--- config.mk ---
export PLATFORM = sky130hd
export DESIGN_NAME = t16_timer
export DESIGN_NICKNAME = d
export VERILOG_FILES = /design/src/t16_pkg.sv /design/src/t16_chan_if.sv /design/src/t16_compare_unit.sv /design/src/t16_timer.sv
export SDC_FILE = /design/constraint.sdc
export NUM_CORES = 1
export LEC_CHECK = 0
export ABC_AREA = 1
export BUFFER_PORTS_ARGS = -buffer_cell sky130_fd_sc_hd__buf_4
export CAP_MARGIN = 20
export CORE_MARGIN = 2
export CORE_UTILIZATION = 40
export DETAILED_ROUTE_END_ITERATION = 16
export PLACE_DENSITY = 0.68
export SETUP_SLACK_MARGIN = 0.1
export SYNTH_ARGS = -nofsm -noshare
export SYNTH_HDL_FRONTEND = slang
export SYNTH_SLANG_ARGS = --single-unit
--- constraint.sdc ---
create_clock -name clk -period 2.6 [get_ports clk]
set_input_delay 0.52 -clock clk [delete_from_list [all_inputs] [get_ports clk]]
set_output_delay 0.52 -clock clk [all_outputs]
set_load 0.05 [all_outputs]
--- src/t16_pkg.sv ---
// Shared constants, types and decode functions for the 16-bit timer block.
package t16_pkg;

    // Register addresses on the 8-bit I/O bus.
    localparam logic [5:0] ADDR_CTRL_A = 6'h2E;
    localparam logic [5:0] ADDR_CTRL_B = 6'h2D;
    localparam logic [5:0] ADDR_CTRL_C = 6'h2C;
    localparam logic [5:0] ADDR_CNT_H = 6'h29;
    localparam logic [5:0] ADDR_CNT_L = 6'h28;
    localparam logic [5:0] ADDR_CMPA_H = 6'h27;
    localparam logic [5:0] ADDR_CMPA_L = 6'h26;
    localparam logic [5:0] ADDR_CMPB_H = 6'h25;
    localparam logic [5:0] ADDR_CMPB_L = 6'h24;
    localparam logic [5:0] ADDR_CAP_H = 6'h23;
    localparam logic [5:0] ADDR_CAP_L = 6'h22;

    // Reset values and writable-bit masks.
    localparam logic [7:0] CTRL_A_RST = 8'h00;
    localparam logic [7:0] CTRL_B_RST = 8'h00;
    localparam logic [7:0] HOLD_RST = 8'h00;
    localparam logic [15:0] WORD_RST = 16'h0000;
    localparam logic [7:0] CTRL_A_MASK = 8'hF3;
    localparam logic [7:0] CTRL_B_MASK = 8'hDF;
    localparam logic [7:0] READ_ZERO = 8'h00;

    // Field positions.
    localparam int ACT_A_LSB = 6;
    localparam int ACT_B_LSB = 4;
    localparam int WGM_LO_LSB = 0;
    localparam int WGM_HI_LSB = 3;
    localparam int CS_LSB = 0;
    localparam int FORCE_A_BIT = 7;
    localparam int FORCE_B_BIT = 6;

    // Fixed TOP values.
    localparam logic [15:0] TOP_MAX = 16'hFFFF;
    localparam logic [15:0] TOP_8BIT = 16'h00FF;
    localparam logic [15:0] TOP_9BIT = 16'h01FF;
    localparam logic [15:0] TOP_10BIT = 16'h03FF;

    typedef enum logic [2:0] {
        T16_CLS_NORMAL,
        T16_CLS_CTC,
        T16_CLS_FAST,
        T16_CLS_PC,
        T16_CLS_PFC
    } t16_cls_t;

    // Reserved mode 13 behaves as a plain free-running counter.
    function automatic t16_cls_t t16_mode_class(input logic [3:0] wgm);
        case (wgm)
            4'h1, 4'h2, 4'h3, 4'hA, 4'hB: t16_mode_class = T16_CLS_PC;
            4'h4, 4'hC: t16_mode_class = T16_CLS_CTC;
            4'h5, 4'h6, 4'h7, 4'hE, 4'hF: t16_mode_class = T16_CLS_FAST;
            4'h8, 4'h9: t16_mode_class = T16_CLS_PFC;
            default: t16_mode_class = T16_CLS_NORMAL;
        endcase
    endfunction : t16_mode_class

    function automatic logic t16_top_from_capture(input logic [3:0] wgm);
        t16_top_from_capture = (wgm == 4'h8) || (wgm == 4'hA) || (wgm == 4'hC) || (wgm == 4'hE);
    endfunction : t16_top_from_capture

    function automatic logic t16_top_from_cmp_a(input logic [3:0] wgm);
        t16_top_from_cmp_a = (wgm == 4'h4) || (wgm == 4'h9) || (wgm == 4'hB) || (wgm == 4'hF);
    endfunction : t16_top_from_cmp_a

    function automatic logic t16_is_high_addr(input logic [5:0] addr);
        t16_is_high_addr = (addr == ADDR_CNT_H) || (addr == ADDR_CMPA_H) || (addr == ADDR_CMPB_H)
            || (addr == ADDR_CAP_H);
    endfunction : t16_is_high_addr

endpackage : t16_pkg

--- src/t16_chan_if.sv ---
// Events and settings passed from the timer core to one compare output unit.
`timescale 1ns/10ps
interface t16_chan_if;
    import t16_pkg::*;
    logic match;
    logic bottom;
    logic up;
    logic force_cmp;
    logic top_eq;
    logic mode_bit3;
    logic is_b;
    logic [1:0] action;
    t16_cls_t cls;
    logic oc;

    modport core (output match, bottom, up, force_cmp, top_eq, mode_bit3, is_b, action, cls, input oc);
    modport unit (input match, bottom, up, force_cmp, top_eq, mode_bit3, is_b, action, cls, output oc);
endinterface : t16_chan_if

--- src/t16_compare_unit.sv ---
// Compare output action logic for one channel.
`timescale 1ns/10ps
module t16_compare_unit
    import t16_pkg::*;
(
    input wire logic clk,
    input wire logic srst,
    t16_chan_if.unit ch
);
    logic oc_q;
    logic toggle_ok;

    assign ch.oc = oc_q;
    // Channel B has no toggle in PWM modes; that setting is reserved and leaves it still.
    assign toggle_ok = ch.mode_bit3 && !ch.is_b;

    always_ff @(posedge clk)
    begin
        if (srst)
        begin
            oc_q <= 1'b0;
        end
        else
        begin
            case (ch.cls)
                T16_CLS_NORMAL, T16_CLS_CTC:
                begin
                    if (ch.match || ch.force_cmp)
                    begin
                        case (ch.action)
                            2'h1: oc_q <= ~oc_q;
                            2'h2: oc_q <= 1'b0;
                            2'h3: oc_q <= 1'b1;
                            default: oc_q <= oc_q;
                        endcase
                    end
                end
                T16_CLS_FAST:
                begin
                    if (ch.action == 2'h1)
                    begin
                        if (toggle_ok && ch.match)
                        begin
                            oc_q <= ~oc_q;
                        end
                    end
                    else if (ch.action[1])
                    begin
                        if (ch.bottom)
                        begin
                            oc_q <= ~ch.action[0];
                        end
                        else if (ch.match && !ch.top_eq)
                        begin
                            oc_q <= ch.action[0];
                        end
                    end
                end
                T16_CLS_PC, T16_CLS_PFC:
                begin
                    if (ch.action == 2'h1)
                    begin
                        if (toggle_ok && ch.match)
                        begin
                            oc_q <= ~oc_q;
                        end
                    end
                    else if (ch.action[1] && ch.match)
                    begin
                        oc_q <= ch.up ? ch.action[0] : ~ch.action[0];
                    end
                end
                default: oc_q <= oc_q;
            endcase
        end
    end
endmodule : t16_compare_unit

--- src/t16_timer.sv ---
// 16-bit timer core: byte-wide register access, counter and compare output pins.
`timescale 1ns/10ps
module t16_timer
    import t16_pkg::*;
(
    input wire logic clk,
    input wire logic srst,
    input wire logic timer_tick,
    input wire logic [5:0] io_addr,
    input wire logic io_wr,
    input wire logic io_rd,
    input wire logic [7:0] io_wdata,
    output logic [7:0] io_rdata,
    input wire logic capture_event,
    input wire logic dir_a,
    input wire logic dir_b,
    input wire logic port_data_a,
    input wire logic port_data_b,
    output logic pin_a_out,
    output logic pin_a_oe,
    output logic pin_b_out,
    output logic pin_b_oe
);
    logic [7:0] ctrl_a_q;
    logic [7:0] ctrl_b_q;
    logic [7:0] hold_q;
    logic [7:0] rdata_q;
    logic [15:0] count_q;
    logic [15:0] cap_q;
    logic [15:0] buf_a_q;
    logic [15:0] buf_b_q;
    logic [15:0] act_a_q;
    logic [15:0] act_b_q;
    logic up_q;
    logic block_q;
    logic [3:0] wgm;
    t16_cls_t cls;
    logic pwm;
    logic tick;
    logic [15:0] top_val;
    logic at_top;
    logic at_bottom;
    logic cnt_wr;
    logic load_cmp;
    logic [1:0] act_sel_a;
    logic [1:0] act_sel_b;

    t16_chan_if ch_a ();
    t16_chan_if ch_b ();

    assign wgm = {ctrl_b_q[WGM_HI_LSB +: 2], ctrl_a_q[WGM_LO_LSB +: 2]};
    assign cls = t16_mode_class(wgm);
    assign pwm = (cls == T16_CLS_FAST) || (cls == T16_CLS_PC) || (cls == T16_CLS_PFC);
    // The tick only enables; a stopped clock select holds the counter still.
    assign tick = timer_tick && (ctrl_b_q[CS_LSB +: 3] != 3'h0);
    assign at_bottom = (count_q == WORD_RST);
    assign at_top = (count_q == top_val);
    assign cnt_wr = io_wr && (io_addr == ADDR_CNT_L);
    assign act_sel_a = ctrl_a_q[ACT_A_LSB +: 2];
    assign act_sel_b = ctrl_a_q[ACT_B_LSB +: 2];

    always_comb
    begin
        if (t16_top_from_capture(wgm))
            top_val = cap_q;
        else if (t16_top_from_cmp_a(wgm))
            top_val = act_a_q;
        else if (wgm[1:0] == 2'h1 && !wgm[3])
            top_val = TOP_8BIT;
        else if (wgm[1:0] == 2'h2 && !wgm[3])
            top_val = TOP_9BIT;
        else if (wgm[1:0] == 2'h3 && !wgm[3])
            top_val = TOP_10BIT;
        else
            top_val = TOP_MAX;
    end

    // Control registers; reserved bits are not stored and read as zero.
    always_ff @(posedge clk)
    begin
        if (srst)
        begin
            ctrl_a_q <= CTRL_A_RST;
            ctrl_b_q <= CTRL_B_RST;
        end
        else if (io_wr && (io_addr == ADDR_CTRL_A))
            ctrl_a_q <= io_wdata & CTRL_A_MASK;
        else if (io_wr && (io_addr == ADDR_CTRL_B))
            ctrl_b_q <= io_wdata & CTRL_B_MASK;
    end

    always_ff @(posedge clk)
    begin
        if (srst)
            hold_q <= HOLD_RST;
        else if (io_wr && t16_is_high_addr(io_addr))
            hold_q <= io_wdata;
        else if (io_rd && (io_addr == ADDR_CNT_L))
            hold_q <= count_q[15:8];
        else if (io_rd && (io_addr == ADDR_CAP_L))
            hold_q <= cap_q[15:8];
    end

    // Read data is registered: it is valid on the cycle after the read strobe.
    always_ff @(posedge clk)
    begin
        if (srst)
            rdata_q <= READ_ZERO;
        else if (io_rd)
        begin
            case (io_addr)
                ADDR_CTRL_A: rdata_q <= ctrl_a_q;
                ADDR_CTRL_B: rdata_q <= ctrl_b_q;
                ADDR_CNT_L: rdata_q <= count_q[7:0];
                ADDR_CNT_H: rdata_q <= hold_q;
                ADDR_CMPA_L: rdata_q <= buf_a_q[7:0];
                ADDR_CMPA_H: rdata_q <= buf_a_q[15:8];
                ADDR_CMPB_L: rdata_q <= buf_b_q[7:0];
                ADDR_CMPB_H: rdata_q <= buf_b_q[15:8];
                ADDR_CAP_L: rdata_q <= cap_q[7:0];
                ADDR_CAP_H: rdata_q <= hold_q;
                default: rdata_q <= READ_ZERO;
            endcase
        end
    end
    assign io_rdata = rdata_q;

    always_ff @(posedge clk)
    begin
        if (srst)
        begin
            count_q <= WORD_RST;
            up_q <= 1'b1;
        end
        else if (cnt_wr)
            count_q <= {hold_q, io_wdata};
        else if (tick)
        begin
            case (cls)
                T16_CLS_CTC, T16_CLS_FAST:
                begin
                    count_q <= at_top ? WORD_RST : count_q + 16'h0001;
                    up_q <= 1'b1;
                end
                T16_CLS_PC, T16_CLS_PFC:
                begin
                    if (up_q && (count_q >= top_val))
                    begin
                        count_q <= count_q - 16'h0001;
                        up_q <= 1'b0;
                    end
                    else if (!up_q && at_bottom)
                    begin
                        count_q <= count_q + 16'h0001;
                        up_q <= 1'b1;
                    end
                    else
                        count_q <= up_q ? count_q + 16'h0001 : count_q - 16'h0001;
                end
                default:
                begin
                    count_q <= count_q + 16'h0001;
                    up_q <= 1'b1;
                end
            endcase
        end
    end

    // A count write suppresses compare matches on the next timer tick.
    always_ff @(posedge clk)
    begin
        if (srst)
            block_q <= 1'b0;
        else if (cnt_wr)
            block_q <= 1'b1;
        else if (tick)
            block_q <= 1'b0;
    end

    always_ff @(posedge clk)
    begin
        if (srst)
        begin
            buf_a_q <= WORD_RST;
            buf_b_q <= WORD_RST;
        end
        else if (io_wr && (io_addr == ADDR_CMPA_L))
            buf_a_q <= {hold_q, io_wdata};
        else if (io_wr && (io_addr == ADDR_CMPB_L))
            buf_b_q <= {hold_q, io_wdata};
    end

    // Non-PWM modes follow the buffer one cycle later; PWM modes load at TOP or BOTTOM.
    assign load_cmp = !pwm || (tick && (cls == T16_CLS_PFC) && at_bottom)
        || (tick && (cls != T16_CLS_PFC) && at_top);
    always_ff @(posedge clk)
    begin
        if (srst)
        begin
            act_a_q <= WORD_RST;
            act_b_q <= WORD_RST;
        end
        else if (load_cmp)
        begin
            act_a_q <= buf_a_q;
            act_b_q <= buf_b_q;
        end
    end

    // Capture is disabled while the capture register defines TOP.
    always_ff @(posedge clk)
    begin
        if (srst)
            cap_q <= WORD_RST;
        else if (io_wr && (io_addr == ADDR_CAP_L))
            cap_q <= {hold_q, io_wdata};
        else if (capture_event && !t16_top_from_capture(wgm))
            cap_q <= count_q;
    end

    assign ch_a.match = tick && !block_q && (count_q == act_a_q);
    assign ch_b.match = tick && !block_q && (count_q == act_b_q);
    assign ch_a.bottom = tick && (cls == T16_CLS_FAST) && at_top;
    assign ch_b.bottom = tick && (cls == T16_CLS_FAST) && at_top;
    assign ch_a.up = up_q;
    assign ch_b.up = up_q;
    assign ch_a.force_cmp = io_wr && (io_addr == ADDR_CTRL_C) && io_wdata[FORCE_A_BIT] && !pwm;
    assign ch_b.force_cmp = io_wr && (io_addr == ADDR_CTRL_C) && io_wdata[FORCE_B_BIT] && !pwm;
    assign ch_a.top_eq = (act_a_q == top_val);
    assign ch_b.top_eq = (act_b_q == top_val);
    assign ch_a.mode_bit3 = wgm[3];
    assign ch_b.mode_bit3 = wgm[3];
    assign ch_a.is_b = 1'b0;
    assign ch_b.is_b = 1'b1;
    assign ch_a.action = act_sel_a;
    assign ch_b.action = act_sel_b;
    assign ch_a.cls = cls;
    assign ch_b.cls = cls;

    t16_compare_unit u_cmp_a (
        .clk(clk),
        .srst(srst),
        .ch(ch_a.unit)
    );

    t16_compare_unit u_cmp_b (
        .clk(clk),
        .srst(srst),
        .ch(ch_b.unit)
    );

    // Without mode bit 3, PWM setting 01 hands the pin back to the port just as setting 00 does.
    function automatic logic t16_pin_connected(input logic [1:0] act, input logic pwm_mode, input logic bit3);
        t16_pin_connected = (act != 2'h0) && !(pwm_mode && (act == 2'h1) && !bit3);
    endfunction : t16_pin_connected

    assign pin_a_out = t16_pin_connected(act_sel_a, pwm, wgm[3]) ? ch_a.oc : port_data_a;
    assign pin_b_out = t16_pin_connected(act_sel_b, pwm, wgm[3]) ? ch_b.oc : port_data_b;
    assign pin_a_oe = dir_a;
    assign pin_b_oe = dir_b;
endmodule : t16_timer

* Word-level counts from Yosys, hierarchy flattened *
Memory sizes are Yosys's and may differ from the RTL's.
Index checks and enable logic that the tools add are counted.

operators by class
  add/subtract/negate cells = 2
  multipliers = 0
  divide/modulo/power cells = 0
  order comparisons = 1
  equality and inequality tests = 51
  shift-type cells = 0
  mux-type cells = 46
  bitwise logic cells = 7
  reduce and logical (&&, ||, !) cells = 83

operators with widths
  kind                   count
  $mux 16                13
  $eq 16x16->1           5
  $pmux 8 s9             1
  $eq 6x6->1 const B     11
  $logic_and 1x1->1      41
  $pmux 16 s2            1
  $eq 4x4->1 const B     7
  $mux 1                 24
  $mux 8                 3
  $add 16x1->16 const B  1
  $ge 16x16->1           1
  $logic_not 16->1       1
  $sub 16x1->16 const B  1
  $logic_or 1x1->1       15
  $eq 2x2->1 const B     6
  $pmux 1 s3             4
  $logic_not 1->1        9
  $ne 3x2->1 const B     3
  $reduce_bool 3->1      3
  $ne 4x2->1 const B     2
  $reduce_and 8->1       1
  $reduce_bool 2->1      4
  $reduce_or 2->1        4
  $not 1->1              7
  13 further kinds       22

word-level totals
  register bits after elaboration = 129
  bits in latches = 0
  RAM bits = 0
  memory bits (read-only) = 48
  output and inout port bits = 12
  memories kept = 1

memories
  name             words  bits a word  read ports  clocked after memory_dff  wr ports  line           text
  (no name shown)  16     3            1           0                         0         t16_pkg.sv:51  case (wgm)

* Logic depth before layout (Yosys ltp) *
  depth in word-level cells = 15
  depth in mapped cells = 26
  mapped depth without buffers = 24

* By module *
Synthesis repeated with hierarchy kept, for this count alone.

second synthesis, totals
  cells, all modules = 1345
  area, all modules = 8974.9 um^2

by module, submodules not included
  module            instances  cells each  area an instance (um^2)
  t16_timer         1          1213        8349.3
  t16_compare_unit  2          66          312.8

* Worst setup path after synthesis *
OpenSTA, ideal clock, no wires.

  kind = reg2reg
  from = register ctrl_b_q[3]
  to = register count_q[13]
  arrival time = 2.594 ns
  path slack = -0.126 ns
  stages on the path, launching flop included = 22
  cells stage by stage = dfxtp_1 nand2_1 nand2_1 nand2_4 buf_6 a21boi_1 inv_1 ha_1 nand2_1 nor2_1 inv_1 nor3_2 nor2_1 nand4_2 nand2_1 nand2_1 nand2_2 buf_4 nand2_1 nand2_1 nand2_1 a21oi_1

between the ends
  longest elaborated chain between the ends = 12
  elaborated cells on any way between the ends = 31

RTL lines
  element                                   line              text
  from (decl)                               t16_timer.sv:25   logic [7:0] ctrl_b_q;
  from (signal assigned)                    t16_timer.sv:89   ctrl_b_q <= io_wdata & CTRL_B_MASK;
  $eq 4x3->1 or $eq 4x4->1 (tied branches)  t16_pkg.sv:65     t16_top_from_cmp_a = (wgm == 4'h4) || (wgm == 4'h9) || (wgm == 4'hB) || (wgm == 4'hF);
  $logic_or 1x1->1 (3 in a row)             t16_pkg.sv:65
  $mux 16                                   t16_timer.sv:66   else if (t16_top_from_cmp_a(wgm))
  $mux 16                                   t16_timer.sv:64   if (t16_top_from_capture(wgm))
  $ge 16x16->1                              t16_timer.sv:147  if (up_q && (count_q >= top_val))
  $logic_and 1x1->1                         t16_timer.sv:147
  $mux 16                                   t16_timer.sv:147
  $pmux 16 s2 *                             t16_timer.sv:139  case (cls)
  $mux 16 *                                 t16_timer.sv:137  else if (tick)
  $mux 16 *                                 t16_timer.sv:135  else if (cnt_wr)
  to (signal assigned)                      t16_timer.sv:136  count_q <= {hold_q, io_wdata};
  to (signal assigned)                      t16_timer.sv:142  count_q <= at_top ? WORD_RST : count_q + 16'h0001;
  to (signal assigned)                      t16_timer.sv:149  count_q <= count_q - 16'h0001;
  to (decl)                                 t16_timer.sv:28   logic [15:0] count_q;

Every way passes the cells marked *; elsewhere a longest branch is shown, timed or not. The select of a mux whose other input is x is not followed.
A chain may end at the register's enable or synchronous reset.

* Worst setup path in the final report *
  from = register ctrl_a_q[1]
  to = register count_q[2]

between the ends
  longest elaborated chain between the ends = 13
  elaborated cells on any way between the ends = 40

RTL lines
  element                 line              text
  from (decl)             t16_timer.sv:24   logic [7:0] ctrl_a_q;
  from (signal assigned)  t16_timer.sv:87   ctrl_a_q <= io_wdata & CTRL_A_MASK;
  $eq 2x2->1              t16_timer.sv:72   else if (wgm[1:0] == 2'h3 && !wgm[3])
  $logic_and 1x1->1       t16_timer.sv:72
  $mux 16                 t16_timer.sv:72
  $mux 16                 t16_timer.sv:70   else if (wgm[1:0] == 2'h2 && !wgm[3])
  $mux 16                 t16_timer.sv:68   else if (wgm[1:0] == 2'h1 && !wgm[3])
  $mux 16                 t16_timer.sv:66
  $mux 16                 t16_timer.sv:64
  $ge 16x16->1            t16_timer.sv:147
  $logic_and 1x1->1       t16_timer.sv:147
  $mux 16                 t16_timer.sv:147
  $pmux 16 s2 *           t16_timer.sv:139
  $mux 16 *               t16_timer.sv:137
  $mux 16 *               t16_timer.sv:135

Marks and branches as above.

==> reports/qor.yml <==
run_status:
  outcome: "finished, violations left"
  violations: "setup timing"
sta:
  finalSetupTns_ps: -5160
  setup_ws_ps: -175
  max_slew_margin_pct: 46.4
  rsz0062_at_grt: "yes"
  period_minus_slack_ps: 2780
  fin_skew_ps: 9.74
  drv_slew: 0
  holdWs_ps: 375
  fmax_ghz: 0.360
  tightestPinTransition_ps: 801
  setup_viol: 48
  finalHoldViolCount: 0
  fin_crit_sh_pct: 107
grt:
  grt_pass1_wl_mm: 54.8
  grt_max_degree: 37
  grt_antenna_before_repair: 0
  grt_pass1_vias: 9101
  grt_usage_pct: 33.1
  gr-total-overflow: 0
clock_tree:
  clock_latency_ps: 430
  htree_levels: 4
  clk_pin_slew_ps: 60
  root_buffer: "clkbuf_16"
  cts_sinks: 129
  cts_hold_buf: 0
  cts_tree: "yes"
  cts_buffers: 17
  ctsLongestPathBuffers: 2
floorplanning:
  fp.dieH_um: 150
  dieArea_um2: 22500
  initial_utilization_pct: 40.6
  ioPinCount: 36
  core-area_um2: 21000
  die_w_um: 150
  rows: 53
worst_hold_path:
  hp-class: "in -> reg"
cells_and_area:
  layout_commonest_cell: "nand2_1"
  drive_gt1_share_pct: 22.1
  num_antenna_cells: 0
  area_delta_synth_final_pct: 30.7
  final_cell_mix: "nand2_1, inv_1, buf_4"
  fillers: 2116
  postLayoutCoreUtil_pct: 53.1
  multi_input_area_um2: 5220
  fin_nets: 1517
  final_cell_count_no_fill: 1761
  fin_area_um2: 11100
  seq_area_um2: 2600
logic_synthesis:
  synth_area_leaders: "dfxtp_1, nand2_1, o21ai_0"
  synth_top_cell_by_area: "dfxtp_1"
  async_flop_share_pct: 0
  ys_ff_latch: 129
  syn_inst: 1335
  synth_cell_types: 44
  yosysWarnings: 0
  synth_ff_type: "dfxtp_1"
  synth_edf_count: 0
  synth_area_per_cell_um2: 6.38
  netlist.area_leader.share_pct: 30.3
  synth_nets: 1378
  syn_area_um2: 8520
  synth-seq-area-share_pct: 30.3
power:
  power_mw: 5.04
  power.density_nw_per_um2: 453
  leakage_nw: 4.99
  peakVddDrop_v: 0.000475
place:
  place_inst: 1709
  numPortBuffers: 31
  dp_hpwl_mm: 28.4
  place_area_um2: 9880
  place_congestion: 1.03
  post-place-ws_ps: -347
routing:
  drt-initial-drc-count: 1290
  drt-pass1-iter-count: 5
  wl_mm: 37.2
  num_vias: 10088
  avgRoutedWirePerCell_um: 21.1
  drc_errors: 0
  drtAntennaViolNets: 0
  avgViaCountPerCell: 5.73
worst_setup_path:
  critPathMaxStageDelay_ps: 380
  path_class: "reg -> reg"
  cp.required_ps: 2960
  crit_chain: "inv_2 -> nand2_2 -> nand2_2 -> nand2_4 -> buf_6 -> nand2_2 -> nand2_1 -> ha_1 -> nand2_2 -> nor2_4 -> inv_2 -> nor3_4 -> nor2_1 -> nand4_2 -> buf_6 -> buf_6 -> nand3_2 -> nand2_1 -> inv_1 -> nand2_1 -> nand2_1 -> a21oi_1"
  slowest_stage: "dfxtp_4"
  cp-start-kind: "flip-flop"
  crit_fanout: 7
  worstPathArrival_ps: 3130
  crit_path_end_kind: "flip-flop"
flow_run:
  max_cap_violations: 0
synth_stat cells, types with 4 or more instances:
cell type	number
nand2_1	308
inv_1	187
o21ai_0	148
a21oi_1	132
dfxtp_1	129
nand3_1	71
nor2_1	71
clkbuf_1	32
o22ai_1	28
xor2_1	28
buf_2	20
ha_1	19
o221ai_1	17
xnor2_1	16
inv_2	12
nor3_1	11
nand3b_1	10
a31oi_1	8
buf_4	8
nand4_1	8
nor2_2	8
nor4_1	7
o21ai_1	7
nand2_2	6
clkinv_1	5
nor3_2	5
o2111ai_1	5
nand2_4	4
worst max-delay path, delay by kind of cell, from the launching register on:
kind	cells	cell delay (ps)
adders and majority gates	1	310
AOI/OAI and AO/OA	1	150
buffers and inverters	6	540
DFF	1	380
and+or+nand+nor	14	1330
state kept, by name, summed over array words and instances (netlist names):
signal / cells
u_cmp_b.ch.oc: 1
buf_b_q: 16
ctrl_b_q: 7
act_b_q: 16
ctrl_a_q: 6
cap_q: 16
buf_a_q: 16
ch_a.up: 1
count_q: 16
act_a_q: 16
block_q: 1
io_rdata: 8
u_cmp_a.ch.oc: 1
hold_q: 8
logic make-up after synthesis:
family          count (synthesis)  synth area share [%]
simple gates                  517                  26.5
flops                         129                  30.3
fa+ha+maj                      19                  2.79
xor+xnor                       44                  4.52
compound gates                356                  22.9
buf+inv                       267                  12.6
mux                             3                 0.397
per-layer routing:
layer  wire length [um]  up-vias  GRT usage [%]
met5                  0        -              0
met4               1670        0           14.2
met3               4590      133           8.45
li1                   -     4659              -
met2              15900      645           50.2
met1              15000     4651           44.4
what timing repair did:
item	CTS	global route
pin swaps	33	22
endpoints found under the setup margin	52	52
cloned	3	0
gates resized for setup	80	44
buffers inserted	16	4
hold endpoints to repair	0	0
area by class of cell:
| type | count | share of cell area, % |
|---|---|---|
| clock buffer | 23 | 4.38 |
| clock inverter | 8 | 1.15 |
| inverter | 204 | 6.95 |
| multi-input combinational | 939 | 46.9 |
| sequential | 129 | 23.3 |
| tap | 275 | 3.09 |
| timing repair buffer | 183 | 14.2 |
power breakdown:
part	total (mW)	switching [mW]	internal (mW)
clock	2.55	0.940	1.61
combinational	0.477	0.304	0.172
sequential	2.02	0.0278	1.99
total	5.04	1.27	3.77
worst paths after layout:
check | startpoint | end | slack (ps) | depth (start not counted)
worst max-delay path | ctrl_a_q[1] | count_q[2] | -180 | 22
worst min-delay path | io_wdata[2] | buf_a_q[2] | 370 | 3
worst max register to register | ctrl_a_q[1] | count_q[2] | -180 | 22
worst min register to register | io_rdata[4] | io_rdata[4] | 470 | 2
(Power assumes the default switching activity.)
